`config.mk`:
```
export PLATFORM = sky130hd
export DESIGN_NAME = thermo_status_config
export DESIGN_NICKNAME = d
export VERILOG_FILES = /design/src/core/thermo_pkg.sv /design/src/core/strap_decoder.sv /design/src/core/thermo_status_config.sv
export VERILOG_INCLUDE_DIRS = /design/src /design/src/core
export SDC_FILE = /design/constraint.sdc
export NUM_CORES = 1
export LEC_CHECK = 0
export ABC_AREA = 1
export BUFFER_PORTS_ARGS = -buffer_cell sky130_fd_sc_hd__buf_2
export CORE_AREA = 2 2 79 119
export CTS_BUF_LIST = sky130_fd_sc_hd__clkbuf_4 sky130_fd_sc_hd__clkbuf_8
export CTS_CLUSTER_DIAMETER = 30
export DETAILED_ROUTE_END_ITERATION = 6
export DIE_AREA = 0 0 81 121
export MAX_ROUTING_LAYER = met4
export PLACE_DENSITY = 0.66
export SLEW_MARGIN = 20
export SYNTH_ARGS = -nofsm -noshare
export SYNTH_HDL_FRONTEND = slang
export SYNTH_SLANG_ARGS = --single-unit
```
`constraint.sdc`:
```
create_clock -name clk -period 3.7 [get_ports clk]
set_clock_uncertainty 0.05 [all_clocks]
set_input_delay 0.555 -clock clk [delete_from_list [all_inputs] [get_ports clk]]
set_output_delay 0.555 -clock clk [all_outputs]
set_load 0.01 [all_outputs]
```
`src/core/thermo_map.svh`:
```
// register codes, reset values, strap address bases and timing figures of the status/config block
`ifndef THERMO_MAP_SVH
`define THERMO_MAP_SVH
// ------------------------------------------------------------
// command codes served here
// ------------------------------------------------------------
`define CMD_STATUS1   8'h05
`define CMD_STATUS2   8'h06
`define CMD_CFG_RD    8'h07
`define CMD_CFG_WR    8'h12
`define CMD_MAKER     8'hFE
`define CMD_PART      8'hFF
// ------------------------------------------------------------
// reset values and fixed patterns
// ------------------------------------------------------------
`define CFG_RESET     8'h00
`define BYTE_ZERO     8'h00
`define COLLIDE_LOW7  7'h7F
`define ARA_ADDR      7'h0C
// ------------------------------------------------------------
// strap address bases (prefix plus second strap index)
// ------------------------------------------------------------
`define ADDR_BASE_GND 7'h18
`define ADDR_BASE_FLT 7'h29
`define ADDR_BASE_VCC 7'h4C
`define STRAP_SETTLE  2'h2
// ------------------------------------------------------------
// timing: clock rate and conversion period
// ------------------------------------------------------------
`define CLK_KHZ        10000
`define CONV_PERIOD_MS 333
`define CONV_PERIOD_CY (`CONV_PERIOD_MS * `CLK_KHZ)
`endif

```
`src/core/thermo_pkg.sv`:
```
// types shared by the status/config block
package thermo_pkg;
  // ------------------------------------------------------------
  // configuration byte layout
  // ------------------------------------------------------------
  typedef struct packed {
    logic       global_alert_mask;  // bit 7
    logic       standby;            // bit 6
    logic [3:0] remote_mask;        // bits 5..2, remote4..remote1
    logic       high_bias_select;   // bit 1
    logic       low_bias_select;    // bit 0
  } cfg_t;
  // live comparator and continuity conditions
  typedef struct packed {
    logic       local_high;
    logic       local_low;
    logic [3:0] remote_high;  // index 0 = remote1
    logic [3:0] remote_low;
    logic [3:0] remote_open;
  } cond_t;
  // diode bias level
  typedef enum logic [1:0] {
    BIAS_MED  = 2'h0,
    BIAS_LOW  = 2'h1,
    BIAS_HIGH = 2'h2
  } bias_t;
  // sensed strap pin level
  typedef enum logic [1:0] {
    STRAP_GND   = 2'h0,
    STRAP_FLOAT = 2'h1,
    STRAP_VCC   = 2'h2
  } strap_t;
  // conversion sequencer states, one-hot
  typedef enum logic [2:0] {
    CONV_STBY = 3'b001,
    CONV_BUSY = 3'b010,
    CONV_REST = 3'b100
  } conv_state_t;
endpackage : thermo_pkg

```
`src/core/strap_decoder.sv`:
```
// address strap sampling and decoding
`timescale 1ns/1ps
`include "thermo_map.svh"
module strap_decoder
  import thermo_pkg::*;
(
  input  wire logic       clk,          // system clock
  input  wire logic       rst,          // sync reset, active high
  input  wire logic [1:0] addr_strap_a, // sensed level of strap a
  input  wire logic [1:0] addr_strap_b, // sensed level of strap b
  output logic      [6:0] slave_addr,   // latched address
  output logic            addr_valid    // address has been captured
);
  // ------------------------------------------------------------
  // decode
  // ------------------------------------------------------------
  // first strap picks the base, second adds 0..2; unknown reads as floating
  function automatic logic [6:0] decode_addr(input logic [1:0] a, input logic [1:0] b);
    logic [6:0] base;
    logic [6:0] step;
    base = `ADDR_BASE_FLT;
    step = 7'h1;
    if (a == STRAP_GND) base = `ADDR_BASE_GND;
    else if (a == STRAP_VCC) base = `ADDR_BASE_VCC;
    if (b == STRAP_GND) step = 7'h0;
    else if (b == STRAP_VCC) step = 7'h2;
    return 7'(base + step);
  endfunction : decode_addr

  logic [3:0] sync1;      // first synchroniser stage
  logic [3:0] sync2;      // second stage, the only reader of sync1
  logic [1:0] settle;     // edges since reset release
  logic [1:0] next_settle;
  logic [6:0] next_slave_addr;
  logic       next_addr_valid;

  // ------------------------------------------------------------
  // capture once per power-on
  // ------------------------------------------------------------
  // straps are read only after the synchroniser has filled
  always_comb
  begin
    next_settle     = settle;
    next_slave_addr = slave_addr;
    next_addr_valid = addr_valid;
    if (!addr_valid)
    begin
      if (settle == `STRAP_SETTLE)
      begin
        next_slave_addr = decode_addr(sync2[3:2], sync2[1:0]);
        next_addr_valid = 1'b1;
      end
      else
        next_settle = 2'(settle + 2'h1);
    end
  end

  // registers; sync stages take no reset value from ports
  always_ff @(posedge clk)
  begin
    sync1 <= {addr_strap_a, addr_strap_b};
    sync2 <= sync1;
    if (rst)
    begin
      settle     <= 2'h0;
      slave_addr <= 7'h0;
      addr_valid <= 1'b0;
    end
    else
    begin
      settle     <= next_settle;
      slave_addr <= next_slave_addr;
      addr_valid <= next_addr_valid;
    end
  end
endmodule : strap_decoder

```
`src/core/thermo_status_config.sv`:
```
// status, configuration, identity and alert logic of the multichannel thermometer
`timescale 1ns/1ps
`include "thermo_map.svh"
module thermo_status_config
  import thermo_pkg::*;
#(
  parameter int         NUM_REMOTE  = 4,               // 4 or 2 remote channels
  parameter int         CONV_PERIOD = `CONV_PERIOD_CY, // cycles between conversion starts
  parameter logic [7:0] MAKER_ID    = 8'h5A,           // arbitrary value
  parameter logic [7:0] PART_ID     = 8'h21            // arbitrary value
)
(
  input  wire logic        clk,           // 10 MHz system clock
  input  wire logic        rst,           // sync power-on reset, active high
  input  wire logic        smb_clk_pin,   // bus clock pin, sampled
  input  wire logic        stop_seen,     // pulse: stop condition detected
  input  wire logic        reg_rd,        // pulse: register read
  input  wire logic        reg_wr,        // pulse: register write
  input  wire logic [7:0]  reg_cmd,       // command code of access
  input  wire logic [7:0]  wr_data,       // write byte
  output logic      [15:0] rd_data,       // read word, high byte zero
  output logic             rd_valid,      // pulse: rd_data valid
  input  wire logic [6:0]  bus_addr,      // address seen on the bus
  output logic             addr_match,    // bus_addr is ours
  input  wire logic        ara_ack,       // pulse: alert response answered
  output logic      [7:0]  ara_byte,      // byte sent on alert response
  input  wire logic [1:0]  addr_strap_a,  // strap a sensed level
  input  wire logic [1:0]  addr_strap_b,  // strap b sensed level
  input  wire cond_t       cond,          // live conditions
  input  wire logic        adc_done,      // pulse: conversion results ready
  output logic             conv_start,    // pulse: begin conversion
  output logic             conv_run,      // converter enabled
  output bias_t            bias,          // diode bias level
  output logic             alert_o,       // alert pin output value
  output logic             alert_oe       // alert pin driven low
);
  // ------------------------------------------------------------
  // parameter checks and declarations
  // ------------------------------------------------------------
  // refuse channel counts and periods the logic cannot serve
  if (NUM_REMOTE != 2 && NUM_REMOTE != 4) $error("NUM_REMOTE must be 2 or 4");
  if (CONV_PERIOD < 2) $error("CONV_PERIOD too small");
  localparam int CW = $clog2(CONV_PERIOD + 1);
  localparam logic [3:0] CH_EN = (NUM_REMOTE == 4) ? 4'hF : 4'h3; // present channels
  cfg_t        cfg;              // configuration byte
  cfg_t        next_cfg;
  logic        flag_local_high_flag, flag_local_low_flag, flag_open, flag_alarm; // sticky status one flags
  logic [7:0]  st2;              // status byte two
  logic        next_local_high_flag, next_local_low_flag, next_open, next_alarm;
  logic [7:0]  next_st2;
  logic        alert_latch;      // alert interrupt latch
  logic        next_alert;
  logic        alert_set;        // unmasked event this cycle
  logic [15:0] next_rd_data;
  logic        next_rd_valid;
  conv_state_t state;            // conversion sequencer
  conv_state_t next_state;
  logic [CW-1:0] cnt;            // period counter
  logic [CW-1:0] next_cnt;
  logic        smb_s1, smb_s2;   // bus clock synchroniser stages
  logic        smb_s3;           // delayed copy for edges
  logic        armed;            // stop seen, awaiting edge
  logic        next_armed;
  logic        refresh;          // first rising bus clock edge after stop
  logic        collide;          // status read meets result update
  logic [6:0]  slave_addr;       // strapped address
  logic        addr_valid;       // straps captured
  logic [7:0]  st1_view;         // status byte one as read
  logic [3:0]  r_high, r_low, r_open; // present remote conditions

  // pack remote low/high into status two order, remote1 low in bit 7
  function automatic logic [7:0] pack_st2(input logic [3:0] lo, input logic [3:0] hi);
    logic [7:0] v;
    v = 8'h00;
    for (int i = 0; i < 4; i++)
    begin
      v[7 - 2*i] = lo[i];
      v[6 - 2*i] = hi[i];
    end
    return v;
  endfunction : pack_st2

  // ------------------------------------------------------------
  // address straps
  // ------------------------------------------------------------
  strap_decoder u_strap (
    .clk          (clk),
    .rst          (rst),
    .addr_strap_a (addr_strap_a),
    .addr_strap_b (addr_strap_b),
    .slave_addr   (slave_addr),
    .addr_valid   (addr_valid)
  );

  // own address or alert response while alerting
  assign addr_match = (addr_valid && bus_addr == slave_addr)
                    || (alert_latch && bus_addr == `ARA_ADDR);
  assign ara_byte   = {slave_addr, 1'b1};

  // ------------------------------------------------------------
  // conditions and bus clock edge
  // ------------------------------------------------------------
  assign r_high  = cond.remote_high & CH_EN;
  assign r_low   = cond.remote_low  & CH_EN;
  assign r_open  = cond.remote_open & CH_EN;
  assign refresh = armed && smb_s2 && !smb_s3;
  assign collide = adc_done || refresh;

  // ------------------------------------------------------------
  // conversion sequencer
  // ------------------------------------------------------------
  // alert state is not an input here, so alerts never pause it
  always_comb
  begin
    next_state = state;
    next_cnt   = (cnt == '0) ? cnt : CW'(cnt - 1'b1);
    conv_start = 1'b0;
    case (state)
      CONV_STBY:
        if (!cfg.standby)
        begin
          next_state = CONV_BUSY;
          next_cnt   = CW'(CONV_PERIOD - 1);
          conv_start = 1'b1;
        end
      CONV_BUSY:
        if (adc_done) next_state = CONV_REST;
      CONV_REST:
        if (cnt == '0 && !cfg.standby)
        begin
          next_state = CONV_BUSY;
          next_cnt   = CW'(CONV_PERIOD - 1);
          conv_start = 1'b1;
        end
      default:
        next_state = CONV_STBY;
    endcase
    if (cfg.standby) next_state = CONV_STBY;
  end
  assign conv_run = !cfg.standby;

  // ------------------------------------------------------------
  // status flags and alert latch
  // ------------------------------------------------------------
  always_comb
  begin
    next_local_high_flag = flag_local_high_flag;
    next_local_low_flag  = flag_local_low_flag;
    next_open  = flag_open;
    next_alarm = flag_alarm;
    next_st2   = st2;
    next_alert = alert_latch;
    next_armed = armed;            // arm on stop, fire on next rising bus clock
    if (refresh) next_armed = 1'b0;
    if (stop_seen) next_armed = 1'b1;
    // read clears, collided reads leave flags alone
    if (reg_rd && !collide && reg_cmd == `CMD_STATUS1)
    begin
      next_local_high_flag = 1'b0;
      next_local_low_flag  = 1'b0;
      next_open  = 1'b0;
      next_alarm = 1'b0;
    end
    if (reg_rd && !collide && reg_cmd == `CMD_STATUS2)
      next_st2 = 8'h00;
    // sets after clears so a persisting condition wins
    if (adc_done || refresh)
    begin
      next_local_high_flag = next_local_high_flag | cond.local_high;
      next_local_low_flag  = next_local_low_flag  | cond.local_low;
      next_alarm = next_alarm | (|(r_high | r_low));
      next_st2   = next_st2   | pack_st2(r_low, r_high);
    end
    if (conv_start)
      next_open = next_open | (|r_open);
    if (ara_ack) next_alert = 1'b0;
    if (alert_set) next_alert = 1'b1;
  end

  // events from conversions only; status refresh never reaches the latch
  always_comb
  begin
    alert_set = 1'b0;
    if (adc_done)
      alert_set = cond.local_high || cond.local_low
                || (|((r_high | r_low) & ~cfg.remote_mask));
    if (conv_start && (|(r_open & ~cfg.remote_mask)))
      alert_set = 1'b1;
    if (cfg.global_alert_mask) alert_set = 1'b0;
  end

  assign alert_o  = 1'b0;
  assign alert_oe = alert_latch;

  // ------------------------------------------------------------
  // register access
  // ------------------------------------------------------------
  assign st1_view = {state == CONV_BUSY, flag_local_high_flag, flag_local_low_flag, flag_open, flag_alarm, 3'h0};

  always_comb
  begin
    next_cfg      = cfg;
    next_rd_data  = rd_data;
    next_rd_valid = 1'b0;
    if (reg_wr && reg_cmd == `CMD_CFG_WR)
    begin
      next_cfg = cfg_t'(wr_data);
      next_cfg.remote_mask = wr_data[5:2] & CH_EN;
    end
    if (reg_rd)
    begin
      next_rd_valid = 1'b1;
      if (reg_cmd == `CMD_STATUS1)
        next_rd_data = {`BYTE_ZERO, collide ? {st1_view[7], `COLLIDE_LOW7} : st1_view};
      else if (reg_cmd == `CMD_STATUS2)
        next_rd_data = {`BYTE_ZERO, collide ? {st2[7], `COLLIDE_LOW7} : st2};
      else if (reg_cmd == `CMD_CFG_RD)
        next_rd_data = {`BYTE_ZERO, cfg};
      else if (reg_cmd == `CMD_MAKER)
        next_rd_data = {`BYTE_ZERO, MAKER_ID};
      else if (reg_cmd == `CMD_PART)
        next_rd_data = {`BYTE_ZERO, PART_ID};
      else
        next_rd_valid = 1'b0;
    end
  end

  // bias from config, high overrides low
  always_comb
  begin
    if (cfg.high_bias_select) bias = BIAS_HIGH;
    else if (cfg.low_bias_select) bias = BIAS_LOW;
    else bias = BIAS_MED;
  end

  // ------------------------------------------------------------
  // registers
  // ------------------------------------------------------------
  always_ff @(posedge clk)
  begin
    smb_s1 <= smb_clk_pin;
    smb_s2 <= smb_s1;
    smb_s3 <= smb_s2;
    if (rst)
    begin
      cfg         <= cfg_t'(`CFG_RESET);
      flag_local_high_flag  <= 1'b0;
      flag_local_low_flag   <= 1'b0;
      flag_open   <= 1'b0;
      flag_alarm  <= 1'b0;
      st2         <= 8'h00;
      alert_latch <= 1'b0;
      rd_data     <= 16'h0000;
      rd_valid    <= 1'b0;
      state       <= CONV_STBY;
      cnt         <= '0;
      armed       <= 1'b0;
    end
    else
    begin
      cfg         <= next_cfg;
      flag_local_high_flag  <= next_local_high_flag;
      flag_local_low_flag   <= next_local_low_flag;
      flag_open   <= next_open;
      flag_alarm  <= next_alarm;
      st2         <= next_st2;
      alert_latch <= next_alert;
      rd_data     <= next_rd_data;
      rd_valid    <= next_rd_valid;
      state       <= next_state;
      cnt         <= next_cnt;
      armed       <= next_armed;
    end
  end
endmodule : thermo_status_config

```
==> results of run 1 <==
## kinds of logic (layout without fill, tap and decap cells)
group / after synthesis / in the layout / share of synthesized area
fa+ha+maj: 3 / 3 / 0.00989
compound gates: 101 / 101 / 0.147
buf+inv: 93 / 153 / 0.113
xor+xnor: 9 / 9 / 0.0208
other cells: 2 / 10 / 0.00198
flops: 76 / 76 / 0.401
simple gates: 265 / 265 / 0.307
## registers in the layout, indices dropped and copies added (netlist names), 2 cells and up
name and cells:
cnt 22, state 3, st2 8, cfg 8, rd_data 8, u_strap.slave_addr 6, u_strap.settle 2, u_strap.sync2 4
u_strap.sync1 4
## worst max-delay path, delay by kind of cell, from the launching register on
family | cells | cell delay, ns
and+or+nand+nor | 3 | 0.50
AOI/OAI and AO/OA | 1 | 0.29
DFF | 1 | 0.31
adders and majority gates | 1 | 0.20
buffers and inverters | 2 | 0.30
## per-layer routing
layer,wire (um),vias up
met5,0,-
met4,301,0
met3,373,29
met2,4770,97
met1,3730,1610
li1,-,1862
## worst min path at each step
stage	startpoint	endpoint
after floorplan	smb_s1	smb_s2
after global placement	u_strap.sync1[3]	u_strap.sync2[3]
after detailed placement	u_strap.sync1[2]	u_strap.sync2[2]
after CTS	addr_strap_a[1]	u_strap.sync1[3]
after global routing	addr_strap_a[1]	u_strap.sync1[3]
final	addr_strap_a[0]	u_strap.sync1[2]
## cell type report
cell class	instances	area share
clock buffers	9	0.0283
clock inverters	6	0.0260
inverters	67	0.0574
multi-input cells	388	0.428
flip-flops and latches	76	0.347
well taps	110	0.0314
repair buffers	71	0.0817
## power breakdown
group          internal, mW  total [mW]  switching (mW)
Sequential            0.930        1.02          0.0893
Combinational         0.245       0.685           0.440
Clock                 0.445       0.754           0.310
Total                  1.62        2.46           0.839
## through the flow
stage	worst slack (ns)	area, um2
floorplan	1.92	3820
global placement	1.60	4140
detailed placement	1.54	4140
CTS	1.15	4380
global route	1.00	4380
finish	1.15	4380
## cells in the final DEF (no fill, tap or decap), types with 2 or more instances in the layout
| cell type | count |
|---|---|
| o31ai_1 | 3 |
| nand2_2 | 8 |
| nand3b_1 | 5 |
| conb_1 | 10 |
| nor2_2 | 6 |
| inv_2 | 4 |
| xnor2_1 | 3 |
| inv_1 | 63 |
| nand2_1 | 118 |
| a31oi_1 | 6 |
| buf_2 | 70 |
| nand4_1 | 7 |
| bufinv_16 | 3 |
| clkbuf_8 | 9 |
| nor3_1 | 6 |
| or2_2 | 2 |
| ha_1 | 3 |
| o21ai_0 | 35 |
| xor2_1 | 6 |
| a21oi_1 | 45 |
| a21oi_2 | 2 |
| nand3_1 | 29 |
| dfxtp_1 | 76 |
| o21ai_1 | 2 |
| nor2_1 | 78 |
| clkinvlp_4 | 2 |
==> flow_summary.toml, run 1 <==
[floorplan]
die_area_um2 = 9800
std_cell_rows = 42
core_um2 = 8720
io-pin-count = 81
die_w_um = 81
dieHeight_um = 121
initial_core_util = 0.435

[logic_synthesis]
synth.top_cell.area_share = 0.401
yosysUniqueCellTypes = 41
synth_top_area_cell = "dfxtp_1"
synth_edf_count = 0
synth_area_leaders = "dfxtp_1 (40%), nand2_1 (12%), nor2_1 (7.7%)"
syn-cell-area_um2 = 3790
synth-seq-cells = 76
synthFlopType = "dfxtp_1"
synth_common_cells = "nand2_1 (118), nor2_1 (78), dfxtp_1 (76), inv_1 (63), a21oi_1 (45)"
avgSynthCellArea_um2 = 6.91
synthArstFlopShare = 0
synth.most_common_cell = "nand2_1"
yosysWarnings = 0
synth-seq-area-share = 0.401
syn-instance-count = 549

[clock_tree]
cts_tree = "built"
cts_inserted_buffers = 9
h-tree-depth = 3
clock_path_buffers = 2
ctsResizeCount = 0
insertion_delay_ns = 0.36
cts.sinks = 76
root_buffer = "clkbuf_8"
cts_setup_buffers = 0
clk_pin_slew_ns = 0.08
cts_hold_buf = 0

[worst_setup_path]
rr_worst_depth = 9
worstSetupStartpointType = "flip-flop"
cpPeakStageDelay_ns = 0.31
worstPathCellList = "inv_1, ha_1, nand2_2, nor2_2, nand3_4, a21boi_2, buf_2"
cp-endpoint = "conv_start"
critPathCaptureType = "output pin"
crit_arrival_ns = 1.94
timing.rr.start = "cnt[0]"
rrSetupSlack_ns = 1.66
critPathMaxFanout = 14
r2r_end = "cnt[16]"
startpoint = "cnt[0]"
crit_slowest_cell = "dfxtp_1"
critPathRequiredTime_ns = 3.09
worst-setup-path-type = "reg2out"

[cells_and_area]
drive_above_1_share = 0.188
n_fill_cell = 920
syn_to_final_growth_pct = 15.5
regArea_um2 = 1520
final_cells = 727
multi_input_area_um2 = 1880
final_nets = 665
utilization = 0.502
antenna_cells = 0

[sta]
setup_viol = 0
fin_crit_ns = 2.55
rsz0062_at_grt = "no"
hold_slack_ns = 0.243
timing.final.crit_share = 0.689
slew_viol_final = 0
tightest_slew_ns = 0.891
hold_violations = 0
max_slew_margin = 0.403
final.setup.tns_ns = 0
max_freq_ghz = 0.392

[place]
dp.cells = 712
io_buffer_count = 70
gp_congestion = 0.930
dpl.hpwl_um = 7050

[drt]
antenna_left = 0
post_drt_wl_per_cell_um = 12.6
avgViaCountPerCell = 4.95
dr.first_iter.drc_count = 161
first_pass_iters = 5
vias = 3598
drcViolationCount = 0
routed_wl_um = 9170

[min_path]
whs_path_depth = 1
hold_path.class = "in2reg"

[pwr]
total_power_mw = 2.46
power.leakage_nw = 2.12
ir_drop_mv = 0.313
power.density_nw_per_um2 = 561

[global_routing]
grt_max_degree = 34
grtUsageMet1 = 0.205
grtUsageMet2 = 0.348
grt_pass1_vias = 3377
grt_pass1_wl_um = 14600
use_met3 = 0.0387
antenna_found_initial = 0
top_usage_layer = "met2"
gr-total-overflow = 0
grt.total_usage = 0.199

[outcome]
status = "complete, no violations"

[run]
maxCapViolations = 0
Power figures use the tool's default switching activity.
==> run 2, diff against run 1 <==
- PLACE_DENSITY: 0.66 -> 0.68
- clock period: 3.7 -> 2.3 ns (I/O delays scaled with it)
==> run 2 against run 1 <==
  * Total power up 54%
  * Critical endpoint unchanged
  * Non-clock buffer count grew 6
  * Worst hold slack got worse by 0.21 ns
  * Clock-buffer cell count did not move
  * Largest power group unchanged
==> flow_summary.toml, run 2 (synthesis results as in run 1) <==
[floorplan]
core_um2 = 8720
std_cell_rows = 42
initial_core_util = 0.435
die_w_um = 81
dieHeight_um = 121
io-pin-count = 81
die_area_um2 = 9800

[clock_tree]
clk_pin_slew_ns = 0.08
h-tree-depth = 3
clock_path_buffers = 2
root_buffer = "clkbuf_8"
cts_hold_buf = 0
insertion_delay_ns = 0.35
cts_tree = "built"
cts.sinks = 76
cts_inserted_buffers = 9

[global_routing]
grt_pass1_vias = 3353
grt.total_usage = 0.201
grt_max_degree = 34
antenna_found_initial = 0
gr-total-overflow = 0
grt_pass1_wl_um = 14700

[sta]
setup_viol = 0
slew_viol_final = 0
worst_slack_ns = 0.122
hold_violations = 0
final.setup.tns_ns = 0
max_freq_ghz = 0.459
hold_slack_ns = 0.0348
fin_crit_ns = 2.18
tightest_slew_ns = 0.660
max_slew_margin = 0.559
rsz0062_at_grt = "no"
timing.final.crit_share = 0.947

[pwr]
power.density_nw_per_um2 = 862
p_sw_frac = 0.364
ir_drop_mv = 0.364
clkPwrFrac = 0.269
net-switching-power_mw = 1.38
power.leakage_nw = 2.13
seqPwrFrac = 0.433
p_int_mw = 2.41
p_comb_frac = 0.298

[min_path]
whs_path_depth = 1
hold_path.class = "in2reg"

[drt]
avgViaCountPerCell = 4.91
drt-met1-wl_um = 3830
vias = 3601
antenna_left = 0
post_drt_wl_per_cell_um = 12.5
routed_wl_um = 9170
dr_wl_met2_um = 4690
top_layer = "met4"
dr.first_iter.drc_count = 181
first_pass_iters = 4
dr_wl_met3_um = 297
drcViolationCount = 0

[cells_and_area]
regMostFlops = "cnt"
syn_to_final_growth_pct = 15.8
antenna_cells = 0
fin_area_um2 = 4400
drive_above_1_share = 0.197
final_nets = 671
layout_common_cells = "nand2_1 (118), nor2_1 (78), dfxtp_1 (76)"
utilization = 0.504
mostFrequentLayoutCell = "nand2_1"
largest_reg_flops = 22

[place]
placed_area_um2 = 4170
dpl.hpwl_um = 7140
io_buffer_count = 70
post-place-ws_ns = 0.355
gp_congestion = 0.908

[worst_setup_path]
critPathCaptureType = "output pin"
worst-setup-path-type = "reg2out"
worstSetupStartpointType = "flip-flop"
crit_arrival_ns = 1.78
worstPathCellList = "inv_1, ha_1, nand2_2, nor2_2, nand3_4, a21boi_4, buf_2"
cpPeakStageDelay_ns = 0.32
critPathRequiredTime_ns = 1.90
critPathMaxFanout = 6
crit_slowest_cell = "dfxtp_1"
rr_worst_depth = 10

[outcome]
status = "complete, no violations"

[run]
maxCapViolations = 0
-- run 2: path summary, 6_finish.rpt --
check / from / to / slack [ns]
min reg2reg: smb_s1 / smb_s2 / 0.28
max: cnt[0] / conv_start / 0.12
min: addr_strap_b[0] / u_strap.sync1[0] / 0.03
max reg2reg: cnt[0] / cnt[4] / 0.31
-- run 2: repair_timing --
| action | in CTS | in global routing |
|---|---|---|
| resized for setup | 1 | 0 |
| setup endpoints to repair | 1 | 1 |
| buffers inserted | 0 | 3 |
| pin swaps | 0 | 1 |
-- run 2: through the flow --
stage	cells	total power, mW
floorplan	557	2.49
global placement	715	2.75
detailed placement	715	2.77
CTS	731	3.81
global route	734	4.05
finish	734	3.79
-- run 2: worst max-delay path, delay by kind of cell, from the launching register on --
family / cells / cell delay (ns)
flops: 1 / 0.32
buf+inv: 2 / 0.28
compound gates: 1 / 0.21
fa+ha+maj: 1 / 0.20
simple gates: 3 / 0.41
-- run 2: layout make-up --
cell class / instances / area [um2]
repair buffers: 77 / 403
inverters: 67 / 251
clock buffers: 9 / 124
multi-input cells: 388 / 1880
fillers: 918 / 4330
clock inverters: 7 / 75.1
flip-flops and latches: 76 / 1520
well taps: 110 / 138
-- run 2: layer usage --
metal  global-route usage  up-vias
met3               0.0290       27
li1                     -     1884
met2                0.341       77
met1                0.221     1613
met4                0.111        0
met5                    -        -
-- run 2: power by group through the flow --
stage               Clock [mW]  Sequential [mW]  Combinational, mW
CTS                       1.05             1.64               1.12
global placement             0             1.66               1.09
detailed placement           0             1.67               1.11
floorplan                    0             1.65              0.844
finish                    1.02             1.64               1.13
global route              1.10             1.66               1.28
==> run 3, diff against run 2 <==
- CORE_AREA: 2 2 79 119 -> 2 2 74 111
- DIE_AREA: 0 0 81 121 -> 0 0 76 113
- PLACE_DENSITY: 0.68 -> 0.77
==> run 3 against run 2 <==
  * Core utilization up 7.8 points
  * Cell count decreased by 1.1%
  * Wire length down 0.55%
  * Via count is 2.6% higher
  * Critical path type unchanged
==> flow_summary.toml, run 3 (synthesis results as in run 1) <==
[clock_tree]
cts.sinks = 76
clock_path_buffers = 2
h-tree-depth = 3
cts_tree = "built"
root_buffer = "clkbuf_8"
cts_inserted_buffers = 9
clk_pin_slew_ns = 0.09
insertion_delay_ns = 0.37

[drt]
post_drt_wl_per_cell_um = 12.6
antenna_left = 0
routed_wl_um = 9120
first_pass_iters = 5
avgViaCountPerCell = 5.09
drcViolationCount = 0
dr.first_iter.drc_count = 175
vias = 3696

[floorplan]
std_cell_rows = 39
dieHeight_um = 113
core_um2 = 7560
io-pin-count = 81
die_area_um2 = 8590
initial_core_util = 0.502
die_w_um = 76

[pwr]
power.density_nw_per_um2 = 879
total_power_mw = 3.86
ir_drop_mv = 0.581
power.leakage_nw = 2.15

[sta]
max_freq_ghz = 0.460
max_slew_margin = 0.561
slew_viol_final = 0
worst_slack_ns = 0.127
final.setup.tns_ns = 0
tightest_slew_ns = 0.657
setup_viol = 0
rsz0062_at_grt = "no"
hold_violations = 0
fin_crit_ns = 2.17
timing.final.crit_share = 0.945

[worst_setup_path]
worst-setup-path-type = "reg2out"
critPathMaxFanout = 6
worstSetupStartpointType = "flip-flop"
crit_arrival_ns = 1.78
critPathCaptureType = "output pin"
critPathRequiredTime_ns = 1.90

[cells_and_area]
antenna_cells = 0
drive_above_1_share = 0.197
regMostFlops = "cnt"
syn_to_final_growth_pct = 15.9
layout_common_cells = "nand2_1 (118), nor2_1 (78), dfxtp_1 (76)"
largest_reg_flops = 22
final_nets = 671
mostFrequentLayoutCell = "nand2_1"

[place]
post-place-ws_ns = 0.412
dpl.hpwl_um = 7000
io_buffer_count = 70
gp_congestion = 1.02

[global_routing]
grt_pass1_wl_um = 15000
use_met3 = 0.0343
grt.total_usage = 0.225
grtUsageMet1 = 0.231
grtUsageMet2 = 0.404
gr-total-overflow = 0
antenna_found_initial = 0
top_usage_layer = "met2"
grt_max_degree = 34
grt_pass1_vias = 3533

[run]
maxCapViolations = 0

[outcome]
status = "complete, no violations"

[min_path]
hold_path.class = "in2reg"
[run 3: final timing paths]
check              startpoint          endpoint  slack (ns)  cells after the start
min reg2reg  u_strap.sync1[1]  u_strap.sync2[1]        0.28                      0
min           addr_strap_a[1]  u_strap.sync1[3]        0.02                      1
max                    cnt[0]        conv_start        0.13                      7
max reg2reg            cnt[0]           cnt[18]        0.49                     10
[run 3: worst max-delay path, stage by stage (launching register included)]
cell,delay [ns]
dfxtp_1,0.32
inv_1,0.12
ha_1,0.20
nand2_2,0.09
nor2_2,0.18
nand3_4,0.14
a21boi_4,0.21
buf_2,0.16
[run 3: area by class of cell]
type	count	area, um2
clock buffers	9	124
fillers	711	3170
repair buffers	77	403
inverters	67	251
flip-flops and latches	76	1520
clock inverters	7	87.6
well taps	102	128
multi-input cells	388	1880
[run 3: stage by stage]
step | hold WS [ns] | util | std cells | cell area, um2
global placement | 0.260 | 0.550 | 707 | 4160
CTS | 0.0107 | 0.578 | 723 | 4370
floorplan | 0.260 | - | 557 | 3820
detailed placement | 0.264 | 0.550 | 707 | 4160
global route | 0.00908 | 0.581 | 726 | 4400
finish | 0.0233 | 0.581 | 726 | 4400
[run 3: per-layer routing]
metal,wire (um),share of wire
met5,0,0
met4,381,0.042
met3,369,0.040
met2,4790,0.53
met1,3570,0.39
[run 3: power breakdown]
group | switching [mW] | total [mW] | internal [mW]
Clock | 0.572 | 1.10 | 0.532
Combinational | 0.719 | 1.13 | 0.408
Sequential | 0.139 | 1.63 | 1.50
[run 3: timing repair]
item	CTS	global route
hold buffers	0	0
setup buffers	0	3
gates resized for setup	0	1
setup endpoints to repair	0	1
